**src/verilog/opmc_pkg.sv**
```systemverilog
// Purpose: Constants for the oscillator and power mode control block
// Assumes: AHB-Lite register access, 32-bit words, one register per word
// Notes: Offsets are chosen for this block; control bits sit in the low byte
//
// Function
// - Range bit picks crystal drive: 0 for up to 10 MHz, 1 above.
// - Range bit is locked while crystal pins are selected and crystal enabled.
// - Enabling the high-speed crystal clears its stable flag, then sets it when stable.
// - High-speed control bit 0 enables the crystal, reset value 0.
// - Speed-up bit 1 gives fast high-power start, 0 gives slow low-power start.
// - Speed-up bit is frozen while the low-speed crystal clocks the system.
// - Enabling the low-speed crystal clears its stable flag, then sets it when stable.
// - Low-speed control bit 0 enables the crystal, reset value 0.
// - Bits 7 to 3 of both crystal registers read as zero.
// - Selector code 111 moves the system to slow operation on the subsystem clock.
// - Switch into slow operation completes only once the chosen slow source is stable.
// - Codes 000 to 110 return to high-speed clock divided by 1 to 64.
// - Return to full rate waits for the high-speed oscillator to be stable; the code waits for it only while SCC_HF_SRC is 1.
// - Halt picks sleep or idle mode only from the two idle enable bits.
// - Halt with both idle enables 0 enters sleep; system clock stops.
// - Halt with high 0, low 1 enters idle zero; high-speed clock stops.
// - Halt with both idle enables 1 enters idle one; both clocks run.
// - Halt with high 1, low 0 enters idle two; subsystem clock stops.
// - Entering any power-down mode sets power-down flag and clears timeout flag.
// - Entering power-down clears the watchdog counter; it runs only if enabled.
// - Memory, registers and port states hold during sleep and idle modes.
// - Selector occupies bits 7 to 5 of the system clock control register.
// - Low-frequency source select picks RC oscillator at 0, crystal at 1.

package opmc_pkg;
    // Byte offsets of the registers
    localparam logic [7:0] OFS_SYS_CLK_CTRL = 8'h00;
    localparam logic [7:0] OFS_HS_XTAL_CTRL = 8'h04;
    localparam logic [7:0] OFS_LS_XTAL_CTRL = 8'h08;
    localparam logic [7:0] OFS_PWR_STATUS = 8'h0c;
    // System clock control fields
    localparam int SCC_SEL_LSB = 5;
    localparam int SCC_HF_SRC = 3;
    localparam int SCC_LF_SRC = 2;
    localparam int SCC_HF_IDLE = 1;
    localparam int SCC_LF_IDLE = 0;
    localparam logic [2:0] SEL_SLOW = 3'h7;
    // Crystal control fields
    localparam int XT_MODE = 2;
    localparam int XT_FLAG = 1;
    localparam int XT_EN = 0;
    // Power status fields
    localparam int PS_PDF = 0;
    localparam int PS_TO = 1;
    localparam int PS_MODE_LSB = 4;
    // Reset values
    localparam logic [7:0] SCC_RESET = 8'h00;
    localparam logic [2:0] XT_RESET = 3'h0;
    // Stabilisation times and derived counts at 125 MHz
    localparam int CLK_MHZ = 125;
    localparam int HS_STABLE_US = 1000;
    localparam int LS_FAST_US = 100000;
    localparam int LS_SLOW_US = 1000000;
    localparam int HS_STABLE_CYC = HS_STABLE_US * CLK_MHZ;
    localparam int LS_FAST_CYC = LS_FAST_US * CLK_MHZ;
    localparam int LS_SLOW_CYC = LS_SLOW_US * CLK_MHZ;
    localparam int RC_STABLE_CYC = 16;
    localparam int CNT_W = 28;

    typedef enum logic [2:0] {
        OPMC_RUN,
        OPMC_SLEEP,
        OPMC_IDLE_MODE_ZERO,
        OPMC_IDLE_MODE_ONE,
        OPMC_IDLE_MODE_TWO
    } opmc_mode_e;
endpackage : opmc_pkg

```
**src/verilog/opmc_top.sv**
```systemverilog
// Purpose: Crystal oscillator control, fast/slow switch and power-down modes
// Assumes: Oscillators are modelled by stabilisation counters; clocks as enables
// Notes: Registers over AHB-Lite, zero wait states, response always OKAY
`timescale 1ns/1ps
`default_nettype none

module opmc_top #(
    parameter int HS_STABLE_CYC = opmc_pkg::HS_STABLE_CYC,
    parameter int LS_FAST_CYC = opmc_pkg::LS_FAST_CYC,
    parameter int LS_SLOW_CYC = opmc_pkg::LS_SLOW_CYC,
    parameter int RC_STABLE_CYC = opmc_pkg::RC_STABLE_CYC
) (
    input wire logic clk,
    input wire logic reset_n,
    // AHB-Lite slave
    input wire logic hsel,
    input wire logic [7:0] haddr,
    input wire logic [1:0] htrans,
    input wire logic hwrite,
    input wire logic [2:0] hsize,
    input wire logic [31:0] hwdata,
    input wire logic hready,
    output logic [31:0] hrdata,
    output logic hreadyout,
    output logic hresp,
    // CPU and watchdog side
    input wire logic halt_exec,
    input wire logic wake_req,
    input wire logic wdt_enabled,
    input wire logic wdt_clear_instr,
    input wire logic crystal_pins_sel,
    output logic wdt_counter_clear,
    output logic wdt_run,
    output logic power_down_flag,
    output logic watchdog_timeout_flag,
    input wire logic wdt_timeout_evt,
    // Oscillator controls and clock enables
    output logic hs_crystal_osc_en,
    output logic hs_crystal_range_sel,
    output logic ls_crystal_osc_en,
    output logic ls_crystal_speedup,
    output logic hs_clk_run,
    output logic sub_clk_run,
    output logic sys_clk_run,
    output logic sys_on_sub,
    output logic [2:0] sys_div_sel,
    output logic cpu_hold
);

    // ------------------------------------------------------------
    // Register state
    // ------------------------------------------------------------
    localparam int CNT_W_L = opmc_pkg::CNT_W;
    logic [7:0] scc_r;
    logic [2:0] hs_ctrl_r;
    logic [2:0] ls_ctrl_r;
    logic [CNT_W_L-1:0] hs_cnt_r;
    logic [CNT_W_L-1:0] ls_cnt_r;
    logic [CNT_W_L-1:0] rc_cnt_r;
    logic on_sub_r;
    logic [2:0] div_r;
    logic gap_r;
    logic pdf_r;
    logic to_r;
    logic pins_s1_r;
    logic pins_s2_r;
    logic halt_s1_r;
    logic halt_s2_r;
    logic wake_s1_r;
    logic wake_s2_r;
    opmc_pkg::opmc_mode_e mode_r;
    opmc_pkg::opmc_mode_e mode_nxt;

    // ------------------------------------------------------------
    // AHB-Lite address phase capture
    // ------------------------------------------------------------
    logic wr_pend_r;
    logic [7:0] wr_addr_r;
    logic acc_ok;
    logic rd_now;

    // Only NONSEQ/SEQ transfers are taken, of any size
    assign acc_ok = hsel && hready && htrans[1];
    assign rd_now = acc_ok && !hwrite;
    assign hreadyout = 1'b1;
    assign hresp = 1'b0;

    // Write address is held for the data phase
    always_ff @(posedge clk or negedge reset_n)
    begin
        if (!reset_n)
        begin
            wr_pend_r <= 1'b0;
            wr_addr_r <= 8'h00;
        end
        else
        begin
            wr_pend_r <= acc_ok && hwrite;
            wr_addr_r <= haddr;
        end
    end

    logic wr_scc;
    logic wr_hs;
    logic wr_ls;
    assign wr_scc = wr_pend_r && (wr_addr_r == opmc_pkg::OFS_SYS_CLK_CTRL);
    assign wr_hs = wr_pend_r && (wr_addr_r == opmc_pkg::OFS_HS_XTAL_CTRL);
    assign wr_ls = wr_pend_r && (wr_addr_r == opmc_pkg::OFS_LS_XTAL_CTRL);

    // ------------------------------------------------------------
    // Pin synchronisers
    // ------------------------------------------------------------
    always_ff @(posedge clk or negedge reset_n)
    begin
        if (!reset_n)
        begin
            pins_s1_r <= 1'b0;
            pins_s2_r <= 1'b0;
            halt_s1_r <= 1'b0;
            halt_s2_r <= 1'b0;
            wake_s1_r <= 1'b0;
            wake_s2_r <= 1'b0;
        end
        else
        begin
            pins_s1_r <= crystal_pins_sel;
            pins_s2_r <= pins_s1_r;
            halt_s1_r <= halt_exec;
            halt_s2_r <= halt_s1_r;
            wake_s1_r <= wake_req;
            wake_s2_r <= wake_s1_r;
        end
    end

    // ------------------------------------------------------------
    // Control registers
    // ------------------------------------------------------------
    logic hs_stable;
    logic ls_stable;
    logic rc_stable;
    logic lxt_is_sys;
    assign hs_stable = hs_ctrl_r[opmc_pkg::XT_EN] && (hs_cnt_r == '0);
    assign ls_stable = ls_ctrl_r[opmc_pkg::XT_EN] && (ls_cnt_r == '0);
    assign rc_stable = (rc_cnt_r == '0);
    assign lxt_is_sys = on_sub_r && scc_r[opmc_pkg::SCC_LF_SRC];

    // Registers hold through power-down; only bus writes change them
    always_ff @(posedge clk or negedge reset_n)
    begin
        if (!reset_n)
            scc_r <= opmc_pkg::SCC_RESET;
        else if (wr_scc)
            scc_r <= hwdata[7:0] & 8'hef;
    end

    // High-speed crystal: range locked while pins used and enabled
    always_ff @(posedge clk or negedge reset_n)
    begin
        if (!reset_n)
            hs_ctrl_r <= opmc_pkg::XT_RESET;
        else if (wr_hs)
        begin
            hs_ctrl_r[opmc_pkg::XT_EN] <= hwdata[opmc_pkg::XT_EN];
            if (!(pins_s2_r && hs_ctrl_r[opmc_pkg::XT_EN]))
                hs_ctrl_r[opmc_pkg::XT_MODE] <= hwdata[opmc_pkg::XT_MODE];
        end
    end

    // Low-speed crystal: speed-up frozen while it clocks the system
    always_ff @(posedge clk or negedge reset_n)
    begin
        if (!reset_n)
            ls_ctrl_r <= opmc_pkg::XT_RESET;
        else if (wr_ls)
        begin
            ls_ctrl_r[opmc_pkg::XT_EN] <= hwdata[opmc_pkg::XT_EN];
            if (!lxt_is_sys)
                ls_ctrl_r[opmc_pkg::XT_MODE] <= hwdata[opmc_pkg::XT_MODE];
        end
    end

    // ------------------------------------------------------------
    // Stabilisation counters
    // ------------------------------------------------------------
    // Held at reload while disabled or its clock is stopped, so the flag drops first, then rises
    always_ff @(posedge clk or negedge reset_n)
    begin
        if (!reset_n)
            hs_cnt_r <= CNT_W_L'(HS_STABLE_CYC);
        else if (!hs_ctrl_r[opmc_pkg::XT_EN] || !hs_clk_run)
            hs_cnt_r <= CNT_W_L'(HS_STABLE_CYC);
        else if (hs_cnt_r != '0)
            hs_cnt_r <= hs_cnt_r - 1'b1;
    end

    // Speed-up picks the shorter start time
    always_ff @(posedge clk or negedge reset_n)
    begin
        if (!reset_n)
            ls_cnt_r <= CNT_W_L'(LS_SLOW_CYC);
        // Speed-up written together with the enable still gets the short count
        else if (!ls_ctrl_r[opmc_pkg::XT_EN] || !sub_clk_run
                 || (ls_ctrl_r[opmc_pkg::XT_MODE] && ls_cnt_r > CNT_W_L'(LS_FAST_CYC)))
            ls_cnt_r <= ls_ctrl_r[opmc_pkg::XT_MODE] ? CNT_W_L'(LS_FAST_CYC)
                                                     : CNT_W_L'(LS_SLOW_CYC);
        else if (ls_cnt_r != '0)
            ls_cnt_r <= ls_cnt_r - 1'b1;
    end

    // Internal slow RC is always running after power-on
    always_ff @(posedge clk or negedge reset_n)
    begin
        if (!reset_n)
            rc_cnt_r <= CNT_W_L'(RC_STABLE_CYC);
        else if (rc_cnt_r != '0)
            rc_cnt_r <= rc_cnt_r - 1'b1;
    end

    // ------------------------------------------------------------
    // Fast/slow switching
    // ------------------------------------------------------------
    logic want_sub;
    logic sub_ready;
    logic hs_ready;
    assign want_sub = (scc_r[7:opmc_pkg::SCC_SEL_LSB] == opmc_pkg::SEL_SLOW);
    assign sub_ready = scc_r[opmc_pkg::SCC_LF_SRC] ? ls_stable : rc_stable;
    assign hs_ready = scc_r[opmc_pkg::SCC_HF_SRC] ? hs_stable : 1'b1;

    // A dead cycle between sources keeps the output free of runts
    always_ff @(posedge clk or negedge reset_n)
    begin
        if (!reset_n)
        begin
            on_sub_r <= 1'b0;
            div_r <= 3'h0;
            gap_r <= 1'b0;
        end
        else if (gap_r)
            gap_r <= 1'b0;
        else if (want_sub && !on_sub_r && sub_ready)
        begin
            on_sub_r <= 1'b1;
            gap_r <= 1'b1;
        end
        else if (!want_sub && (on_sub_r || div_r != scc_r[7:5]) && hs_ready)
        begin
            on_sub_r <= 1'b0;
            div_r <= scc_r[7:opmc_pkg::SCC_SEL_LSB];
            gap_r <= 1'b1;
        end
    end

    // ------------------------------------------------------------
    // Power-down modes
    // ------------------------------------------------------------
    logic halt_go;
    assign halt_go = halt_s2_r && (mode_r == opmc_pkg::OPMC_RUN);

    // Halt picks the mode only from the two idle enable bits
    always_comb
    begin
        mode_nxt = mode_r;
        case (mode_r)
            opmc_pkg::OPMC_RUN:
                if (halt_s2_r)
                    case ({scc_r[opmc_pkg::SCC_HF_IDLE], scc_r[opmc_pkg::SCC_LF_IDLE]})
                        2'h0: mode_nxt = opmc_pkg::OPMC_SLEEP;
                        2'h1: mode_nxt = opmc_pkg::OPMC_IDLE_MODE_ZERO;
                        2'h3: mode_nxt = opmc_pkg::OPMC_IDLE_MODE_ONE;
                        default: mode_nxt = opmc_pkg::OPMC_IDLE_MODE_TWO;
                    endcase
            opmc_pkg::OPMC_SLEEP, opmc_pkg::OPMC_IDLE_MODE_ZERO,
            opmc_pkg::OPMC_IDLE_MODE_ONE, opmc_pkg::OPMC_IDLE_MODE_TWO:
                if (wake_s2_r)
                    mode_nxt = opmc_pkg::OPMC_RUN;
            default:
                mode_nxt = opmc_pkg::OPMC_RUN;
        endcase
    end

    always_ff @(posedge clk or negedge reset_n)
    begin
        if (!reset_n)
            mode_r <= opmc_pkg::OPMC_RUN;
        else
            mode_r <= mode_nxt;
    end

    // Set on entry wins over the clear instruction in the same cycle
    always_ff @(posedge clk or negedge reset_n)
    begin
        if (!reset_n)
        begin
            pdf_r <= 1'b0;
            to_r <= 1'b0;
        end
        else if (halt_go)
        begin
            pdf_r <= 1'b1;
            to_r <= 1'b0;
        end
        else
        begin
            if (wdt_clear_instr)
                pdf_r <= 1'b0;
            if (wdt_timeout_evt)
                to_r <= 1'b1;
        end
    end

    // ------------------------------------------------------------
    // Clock gating outputs
    // ------------------------------------------------------------
    logic in_run;
    logic run_nxt;
    logic hs_allowed;
    logic sub_allowed;
    logic sys_allowed;
    assign in_run = (mode_r == opmc_pkg::OPMC_RUN);
    // Gates follow the next mode so they move on the same edge as the mode
    assign run_nxt = (mode_nxt == opmc_pkg::OPMC_RUN);
    assign hs_allowed = run_nxt || mode_nxt == opmc_pkg::OPMC_IDLE_MODE_ONE
                        || mode_nxt == opmc_pkg::OPMC_IDLE_MODE_TWO;
    assign sub_allowed = run_nxt || mode_nxt == opmc_pkg::OPMC_IDLE_MODE_ZERO
                         || mode_nxt == opmc_pkg::OPMC_IDLE_MODE_ONE;
    // Idle modes keep the system clock for peripherals while its source runs
    assign sys_allowed = run_nxt || mode_nxt == opmc_pkg::OPMC_IDLE_MODE_ONE
                         || (mode_nxt == opmc_pkg::OPMC_IDLE_MODE_TWO && !on_sub_r)
                         || (mode_nxt == opmc_pkg::OPMC_IDLE_MODE_ZERO && on_sub_r);

    always_ff @(posedge clk or negedge reset_n)
    begin
        if (!reset_n)
        begin
            hs_clk_run <= 1'b0;
            sub_clk_run <= 1'b0;
            sys_clk_run <= 1'b0;
            wdt_counter_clear <= 1'b0;
        end
        else
        begin
            hs_clk_run <= hs_allowed && hs_ctrl_r[opmc_pkg::XT_EN];
            sub_clk_run <= sub_allowed;
            sys_clk_run <= sys_allowed && !gap_r;
            wdt_counter_clear <= halt_go;
        end
    end

    assign hs_crystal_osc_en = hs_ctrl_r[opmc_pkg::XT_EN];
    assign hs_crystal_range_sel = hs_ctrl_r[opmc_pkg::XT_MODE];
    assign ls_crystal_osc_en = ls_ctrl_r[opmc_pkg::XT_EN];
    assign ls_crystal_speedup = ls_ctrl_r[opmc_pkg::XT_MODE];
    assign sys_on_sub = on_sub_r;
    assign sys_div_sel = div_r;
    assign cpu_hold = !in_run;
    assign wdt_run = wdt_enabled;
    assign power_down_flag = pdf_r;
    assign watchdog_timeout_flag = to_r;

    // ------------------------------------------------------------
    // Read data
    // ------------------------------------------------------------
    logic [31:0] rd_val;
    always_comb
    begin
        rd_val = 32'h0000_0000;
        case (haddr)
            opmc_pkg::OFS_SYS_CLK_CTRL: rd_val[7:0] = scc_r;
            opmc_pkg::OFS_HS_XTAL_CTRL:
                rd_val[2:0] = {hs_ctrl_r[opmc_pkg::XT_MODE], hs_stable,
                               hs_ctrl_r[opmc_pkg::XT_EN]};
            opmc_pkg::OFS_LS_XTAL_CTRL:
                rd_val[2:0] = {ls_ctrl_r[opmc_pkg::XT_MODE], ls_stable,
                               ls_ctrl_r[opmc_pkg::XT_EN]};
            opmc_pkg::OFS_PWR_STATUS:
                rd_val[7:0] = {1'b0, mode_r, on_sub_r, gap_r, to_r, pdf_r};
            default: rd_val = 32'h0000_0000;
        endcase
    end

    // Read data registered for the data phase
    always_ff @(posedge clk or negedge reset_n)
    begin
        if (!reset_n)
            hrdata <= 32'h0000_0000;
        else if (rd_now)
            hrdata <= rd_val;
    end

endmodule : opmc_top

`default_nettype wire

```
**config.mk**
```make
export PLATFORM = sky130hd
export DESIGN_NAME = opmc_top
export DESIGN_NICKNAME = d
export VERILOG_FILES = /design/src/verilog/opmc_pkg.sv /design/src/verilog/opmc_top.sv
export SDC_FILE = /design/constraint.sdc
export NUM_CORES = 1
export LEC_CHECK = 0
export ABC_AREA = 1
export BUFFER_PORTS_ARGS = -buffer_cell sky130_fd_sc_hd__buf_2
export CAP_MARGIN = 20
export CORE_ASPECT_RATIO = 0.7
export CORE_MARGIN = 4
export CORE_UTILIZATION = 52
export DETAILED_ROUTE_END_ITERATION = 6
export HOLD_SLACK_MARGIN = 0.05
export PLACE_DENSITY = 0.76
export RECOVER_POWER = 50
export SLEW_MARGIN = 20
export SYNTH_ARGS = -nofsm -noshare
export SYNTH_HDL_FRONTEND = slang
export SYNTH_SLANG_ARGS = --single-unit
```
**constraint.sdc**
```tcl
create_clock -name clk -period 1.7 [get_ports clk]
set_input_delay 0.34 -clock clk [delete_from_list [all_inputs] [get_ports clk]]
set_output_delay 0.34 -clock clk [all_outputs]
set_load 0.005 [all_outputs]
```
# Yosys cells after proc, flatten, opt, wreduce, memory -nomap -nowiden
# Cells that the tools add are included.
# classes
addsub,3
n_mux,22
reduce_logical,61
order_cmp,1
bitwise_logic,4
eq_ne,16
# op_table
op,count
28-bit 2-to-1 mux,4
28-bit zero test,3
28-bit nonzero test,3
"28-bit by 1-bit subtractor with 28-bit output, second input constant",3
"28-bit by 24-bit greater-than comparator with 1-bit output, second input constant",1
27-bit 2-to-1 mux,1
"8-bit by 4-bit == test with 1-bit output, second input constant",3
1-bit logical AND,21
"8-bit by 3-bit == test with 1-bit output, second input constant",2
8-bit zero test,2
"3-bit by 2-bit == test with 1-bit output, second input constant",4
3-bit case mux with 4 select lines,1
1-bit 2-to-1 mux,11
1-bit logical OR,10
5-bit case mux with 2 select lines,1
2-bit nonzero test,5
"3-bit == test, second input constant",3
1-bit zero test,9
3-bit case mux with 3 select lines,1
3-bit zero test,2
3-bit 2-to-1 mux,2
3-bit case mux with 2 select lines,1
2-bit AND reduction,3
1-bit NOT,4
other kinds (7),7
# totals
reg_bits,132
inputBits,56
wordCells,134
out_inout_bits,50

# Longest topological paths before layout
# depth
word_depth,9
mapped_depth,12
mapped_depth_nobuf,12

# Worst setup path after synthesis
# No wires, ideal clock.
# synth_timing
path_type,register -> register
startpoint,register ls_cnt_r[0]
endpoint,register ls_cnt_r[10]
synth_period_minus_slack_ns,1.655
slack_ns,0.045
path_stages_with_launch,10
t_arrival_ns,1.530
required_time_ns,1.575
setup_time_ns,0.125
n_path_buf,0
path_cell_list,dfrtp_1 inv_1 ha_1 nand2_1 nor2_2 nand2_1 nor2_2 inv_2 nor2_4 a21oi_1
# synth_via
elab_chain_len,4
word_cells_on_any_way,8
classes_between,add/sub: 1; order compare: 1; mux: 2; reduce/logical: 4
# synth_rtl
item,line,text
start: declaration,opmc_top.sv:58,logic [CNT_W_L-1:0] ls_cnt_r;
start signal: assignment,opmc_top.sv:200,ls_cnt_r <= CNT_W_L'(LS_SLOW_CYC);
start signal: assignment,opmc_top.sv:204,ls_cnt_r <= ls_ctrl_r[opmc_pkg::XT_MODE] ? CNT_W_L'(LS_FAST_CYC)
start signal: assignment,opmc_top.sv:207,ls_cnt_r <= ls_cnt_r - 1'b1;
28-bit by 24-bit greater-than comparator with 1-bit output,opmc_top.sv:203,|| (ls_ctrl_r[opmc_pkg::XT_MODE] && ls_cnt_r > CNT_W_L'(LS_FAST_CYC)))
1-bit logical AND,opmc_top.sv:203,
1-bit logical OR,opmc_top.sv:203,
28-bit 2-to-1 mux or 2-bit nonzero test (tied branches),n/a,
# Parallel ways exist; a longest one is shown, timed or not. The select of a mux whose other input is x is not followed.
# A chain may end at the register's enable or synchronous reset.

# Worst setup path after layout
# Same ends and word-level chain as after synthesis.

==> key figures <==
Logic synthesis
  • Mapped Area: approximately 7400 µm²
  • Yosys warns: 0
  • Multiplexer share of the synthesized area: less than 1%
  • Mapped Cells: 971
  • FF+latch count, synth: ~130
  • Post-synth cell types: 41
  • Post-synthesis xor/xnor area fraction: ~5.0%
  • Compound-cell area share of the yosys netlist: 6.25%
  • Largest family of logic cells by synthesized area: simple AND/OR/NAND/NOR gates
  • Seq/Total Area, Yosys: roughly 45%
  • Ys flop type: dfrtp_1
  • Syn Area/Cell: 7.64 µm²
  • EDFF count, synth: 0
  • Synth Area in Adders: under 10%
  • Post-synthesis simple-gate area fraction: between 30% and 40%
  • Synth async-reset ratio: 100%

Placement
  • Placed insts: about 1300
  • Pre-CTS setup slack: -0.0489 ns
  • Placed inst area: about 8500 µm²
  • Post-detail-place hpwl: between 15000 and 20000 µm
  • Gpl congestion: 0.989
  • I/O Buffers: 48

Clocking
  • CTS tree: yes
  • Clock slew at reported path FFs: 0.06 ns
  • Latest clock arrival within the worst-skew pair: ~0.43 ns
  • Root buf cell: clkbuf_16
  • H-Tree Depth: 4
  • Worst-case clock buffer depth: 2
  • CTS sink count: 132
  • Num CTS Buffers: 17

Global route
  • Tot GR Track Use: between 20% and 30%
  • Pin count of the biggest net entering global routing: approximately 40
  • GRT Max-Usage Layer: met1
  • Global Route met3 Usage: 6.20%
  • Met2 usage: 37.6%
  • GRT overflow: 0
  • Initial antenna violation count: 0
  • GR Util met1: 39.9%
  • Vias in the first global route: about 6500
  • First-pass GRT wire length: 32800 µm

Timing
  • Worst hold slack: just over 0.09 ns
  • Period utilization: 103%
  • Max-Slew Margin vs Limit: 32.4%
  • Worst-margin pin slew: 1.01 ns
  • RSZ-0062 raised after global routing: true
  • Fmax: 569 MHz
  • Setup WS post-layout: -0.0569 ns
  • Min Tclk post-route: ~1.8 ns
  • Clock Skews: 0.00732 ns
  • Final setup violation count: 14
  • Slew Limit Fails: 0
  • Final Hold Fails: 0

Pwr
  • Comb power frac: about a third
  • Leakage: 0.00488 µW
  • VDD IR max: 801 µV
  • P_int: 7710 µW
  • Sequential fraction of design power: 34.4%
  • Total power: 12100 µW
  • Net Switching: 4340 µW
  • Clock share of power: 32.1%
  • Sw Ratio: 36.0%
  • Power Dens Cells: between 1000 and 1500 nW/µm²

Floorplan
  • Starting Density: 53.2%
  • CORE AREA: 14000 µm²
  • Die ar.: 16300 µm²
  • Row count: 36
  • I/O pin total: 106
  • Die Span X: roughly 150 µm
  • Chip height: 108 µm

Critical path
  • CP max stage cell: dfrtp_1
  • Top Family by Delay on Critical Path: simple AND/OR/NAND/NOR gates
  • Most used cell, CP: nor2_2
  • Setup Crit Path Kind: register to register
  • Setup slack, reg-to-reg: -0.06 ns
  • RR Startpoint: ls_cnt_r[0]$_DFFE_PN0P_
  • CP bufs+invs: 1
  • Largest stage delay on the critical path: 0.37 ns
  • CP arrival: roughly 2.1 ns
  • CP max FO: 6
  • Reg2reg path depth: 11
  • R2r endpoint: ls_cnt_r[10]$_DFFE_PN0P_
  • CP Launch Type: register
  • CP Data Required Time: 2.00 ns
  • Crit. End Element: register
  • Cell Chain, Critical Path: inv_1 > ha_2 > nand2_2 > nor2_2 > nand2_1 > nor2_2 > nor2_2 > nand2_8 > nand2_8 > nor2_4 > a21oi_1

Outcome
  • Violated checks: design-rule violations, negative setup slack
  • Status: finished with violations

Routing
  • DR iter-0 viols: 671
  • First-pass DRT Iterations: 7
  • Post-DRT Antenna Nets: 0
  • DRC Markers: 1
  • DR vias: 7068
  • DR vias/cell: 5.26
  • Final wirelength: slightly above 20000 µm
  • WL/cell: 15.5 µm

Finish
  • Share of cells above drive strength 1: 28.4%
  • Final Instance Area: roughly 9700 µm²
  • Post-layout instance count excluding filler cells: 1343
  • Layout overhead on the synthesized area: 30.5%
  • # diodes: 0
  • Nets: 1202

Hold path
  • Worst hold path class: input pin to register
  • Hold_sp: wdt_clear_instr
  • Hold depth: 2
  • WHS Endpoint: power_down_flag$_DFFE_PN0P_

Run
  • Max Cap Violations: 0
-- state kept, by name (all words and copies together) (netlist names), 3 cells and up --
register and cells:
scc_r 7, ls_cnt_r 28, rc_cnt_r 28, wr_addr_r 8, sys_div_sel 3, hrdata 8
hs_cnt_r 28, mode_r 3
-- cells in the mapped netlist, drive strengths merged (21+ instances only) --
master / n / area share (%)
nand2: 209 / 11
nor2: 186 / 10
dfrtp: 111 / 37
inv: 109 / 5.5
nand3: 68 / 4.7
o21ai: 47 / 3.2
nor3: 34 / 2.8
a21oi: 32 / 2.4
buf: 32 / 3.3
nand4: 29 / 2.4
dfstp: 21 / 7.4
xnor2: 21 / 2.5
xor2: 21 / 2.5
-- metrics by stage --
| stage | TNS [ns] | utilization [%] |
|---|---|---|
| 4_1_cts | 0 | 66.4 |
| 3_5_place_dp | -0.302 | 60.7 |
| 3_3_place_gp | -0.0138 | 60.7 |
| 5_1_grt | -4.96 | 69.4 |
| 6_report | -0.359 | 69.4 |
| 2_1_floorplan | 0 | - |
-- worst max-delay path by stage --
stage	start	end	depth (start not counted)
3_5_place_dp	ls_cnt_r[0]$_DFFE_PN0P_	ls_cnt_r[6]$_DFFE_PN1P_	12
5_1_grt	ls_cnt_r[2]$_DFFE_PN0P_	ls_cnt_r[10]$_DFFE_PN0P_	10
3_3_place_gp	ls_cnt_r[17]$_DFFE_PN1P_	ls_cnt_r[6]$_DFFE_PN1P_	12
2_1_floorplan	ls_cnt_r[0]$_DFFE_PN0P_	ls_cnt_r[10]$_DFFE_PN0P_	9
4_1_cts	ls_cnt_r[17]$_DFFE_PN1P_	ls_cnt_r[27]$_DFFE_PN0P_	11
6_report	ls_cnt_r[0]$_DFFE_PN0P_	ls_cnt_r[10]$_DFFE_PN0P_	11
-- kinds of logic after synthesis --
group / after synthesis
mux: 5
xor+xnor: 42
simple gates: 548
compound gates: 87
fa+ha+maj: 6
buf+inv: 149
flops: 132
other cells: 2
-- worst reg2reg max path: cells and delay by family, from the launching register on --
family	cells	cell delay (ns)
simple gates	8	0.91
flops	1	0.37
fa+ha+maj	1	0.20
buf+inv	1	0.08
compound gates	1	0.08
-- power groups by stage --
| stage | Sequential (µW) | Combinational, µW | Clock, µW |
|---|---|---|---|
| final | 4150 | 4030 | 3870 |
| after global routing | 4200 | 4430 | 4080 |
| after CTS | 4070 | 3430 | 3910 |
| after detailed placement | 4120 | 3320 | 0 |
| after global placement | 4100 | 3240 | 0 |
| after floorplan | 4030 | 2090 | 0 |
-- what timing repair did --
item,in CTS,in global routing
buffers inserted,2,8
cloned,0,1
setup endpoints to repair,26,85
pin swaps,2,27
hold buffers,11,0
hold endpoints to repair,41,0
gates resized for setup,11,112
-- layout by cell type, fill, tap and decap left out, types with 5 or more instances in the layout --
cell type,netlist,layout
nand2_1,203,191
nor2_1,171,125
dfrtp_1,111,105
inv_1,100,95
buf_4,28,89
nand3_1,67,65
nor2_2,13,47
buf_2,2,38
o21ai_0,39,35
nand4_1,29,29
a21oi_1,28,26
conb_1,2,26
nor3_1,27,23
xnor2_1,21,21
xor2_1,21,21
dfstp_2,21,21
clkbuf_16,0,18
nor2_4,2,14
inv_2,9,13
nand2_2,4,13
dlygate4sd3_1,0,11
or2_0,10,10
o21ai_1,8,8
clkbuf_1,3,8
buf_6,2,8
inv_6,0,7
a21oi_2,4,6
nor3_4,0,6
dfrtp_2,0,6
nor3_2,7,5
mux2_2,5,5
nor4_1,6,5
-- final cells by class --
class	instances	area, µm²
Fill cell	1119	4280
Inverter	114	432
Timing Repair Buffer	161	1190
Sequential cell	132	3340
Tap cell	190	238
Clock buffer	17	425
Multi-Input combinational cell	714	3870
Clock inverter	15	191
-- routing by layer --
layer,part of all wire [%],vias to the layer above
li1,-,3421
met4,0.66,0
met3,7.6,15
met2,43,264
met5,0,-
met1,48,3368
Note: power is estimated with default switching activity, not from simulation.
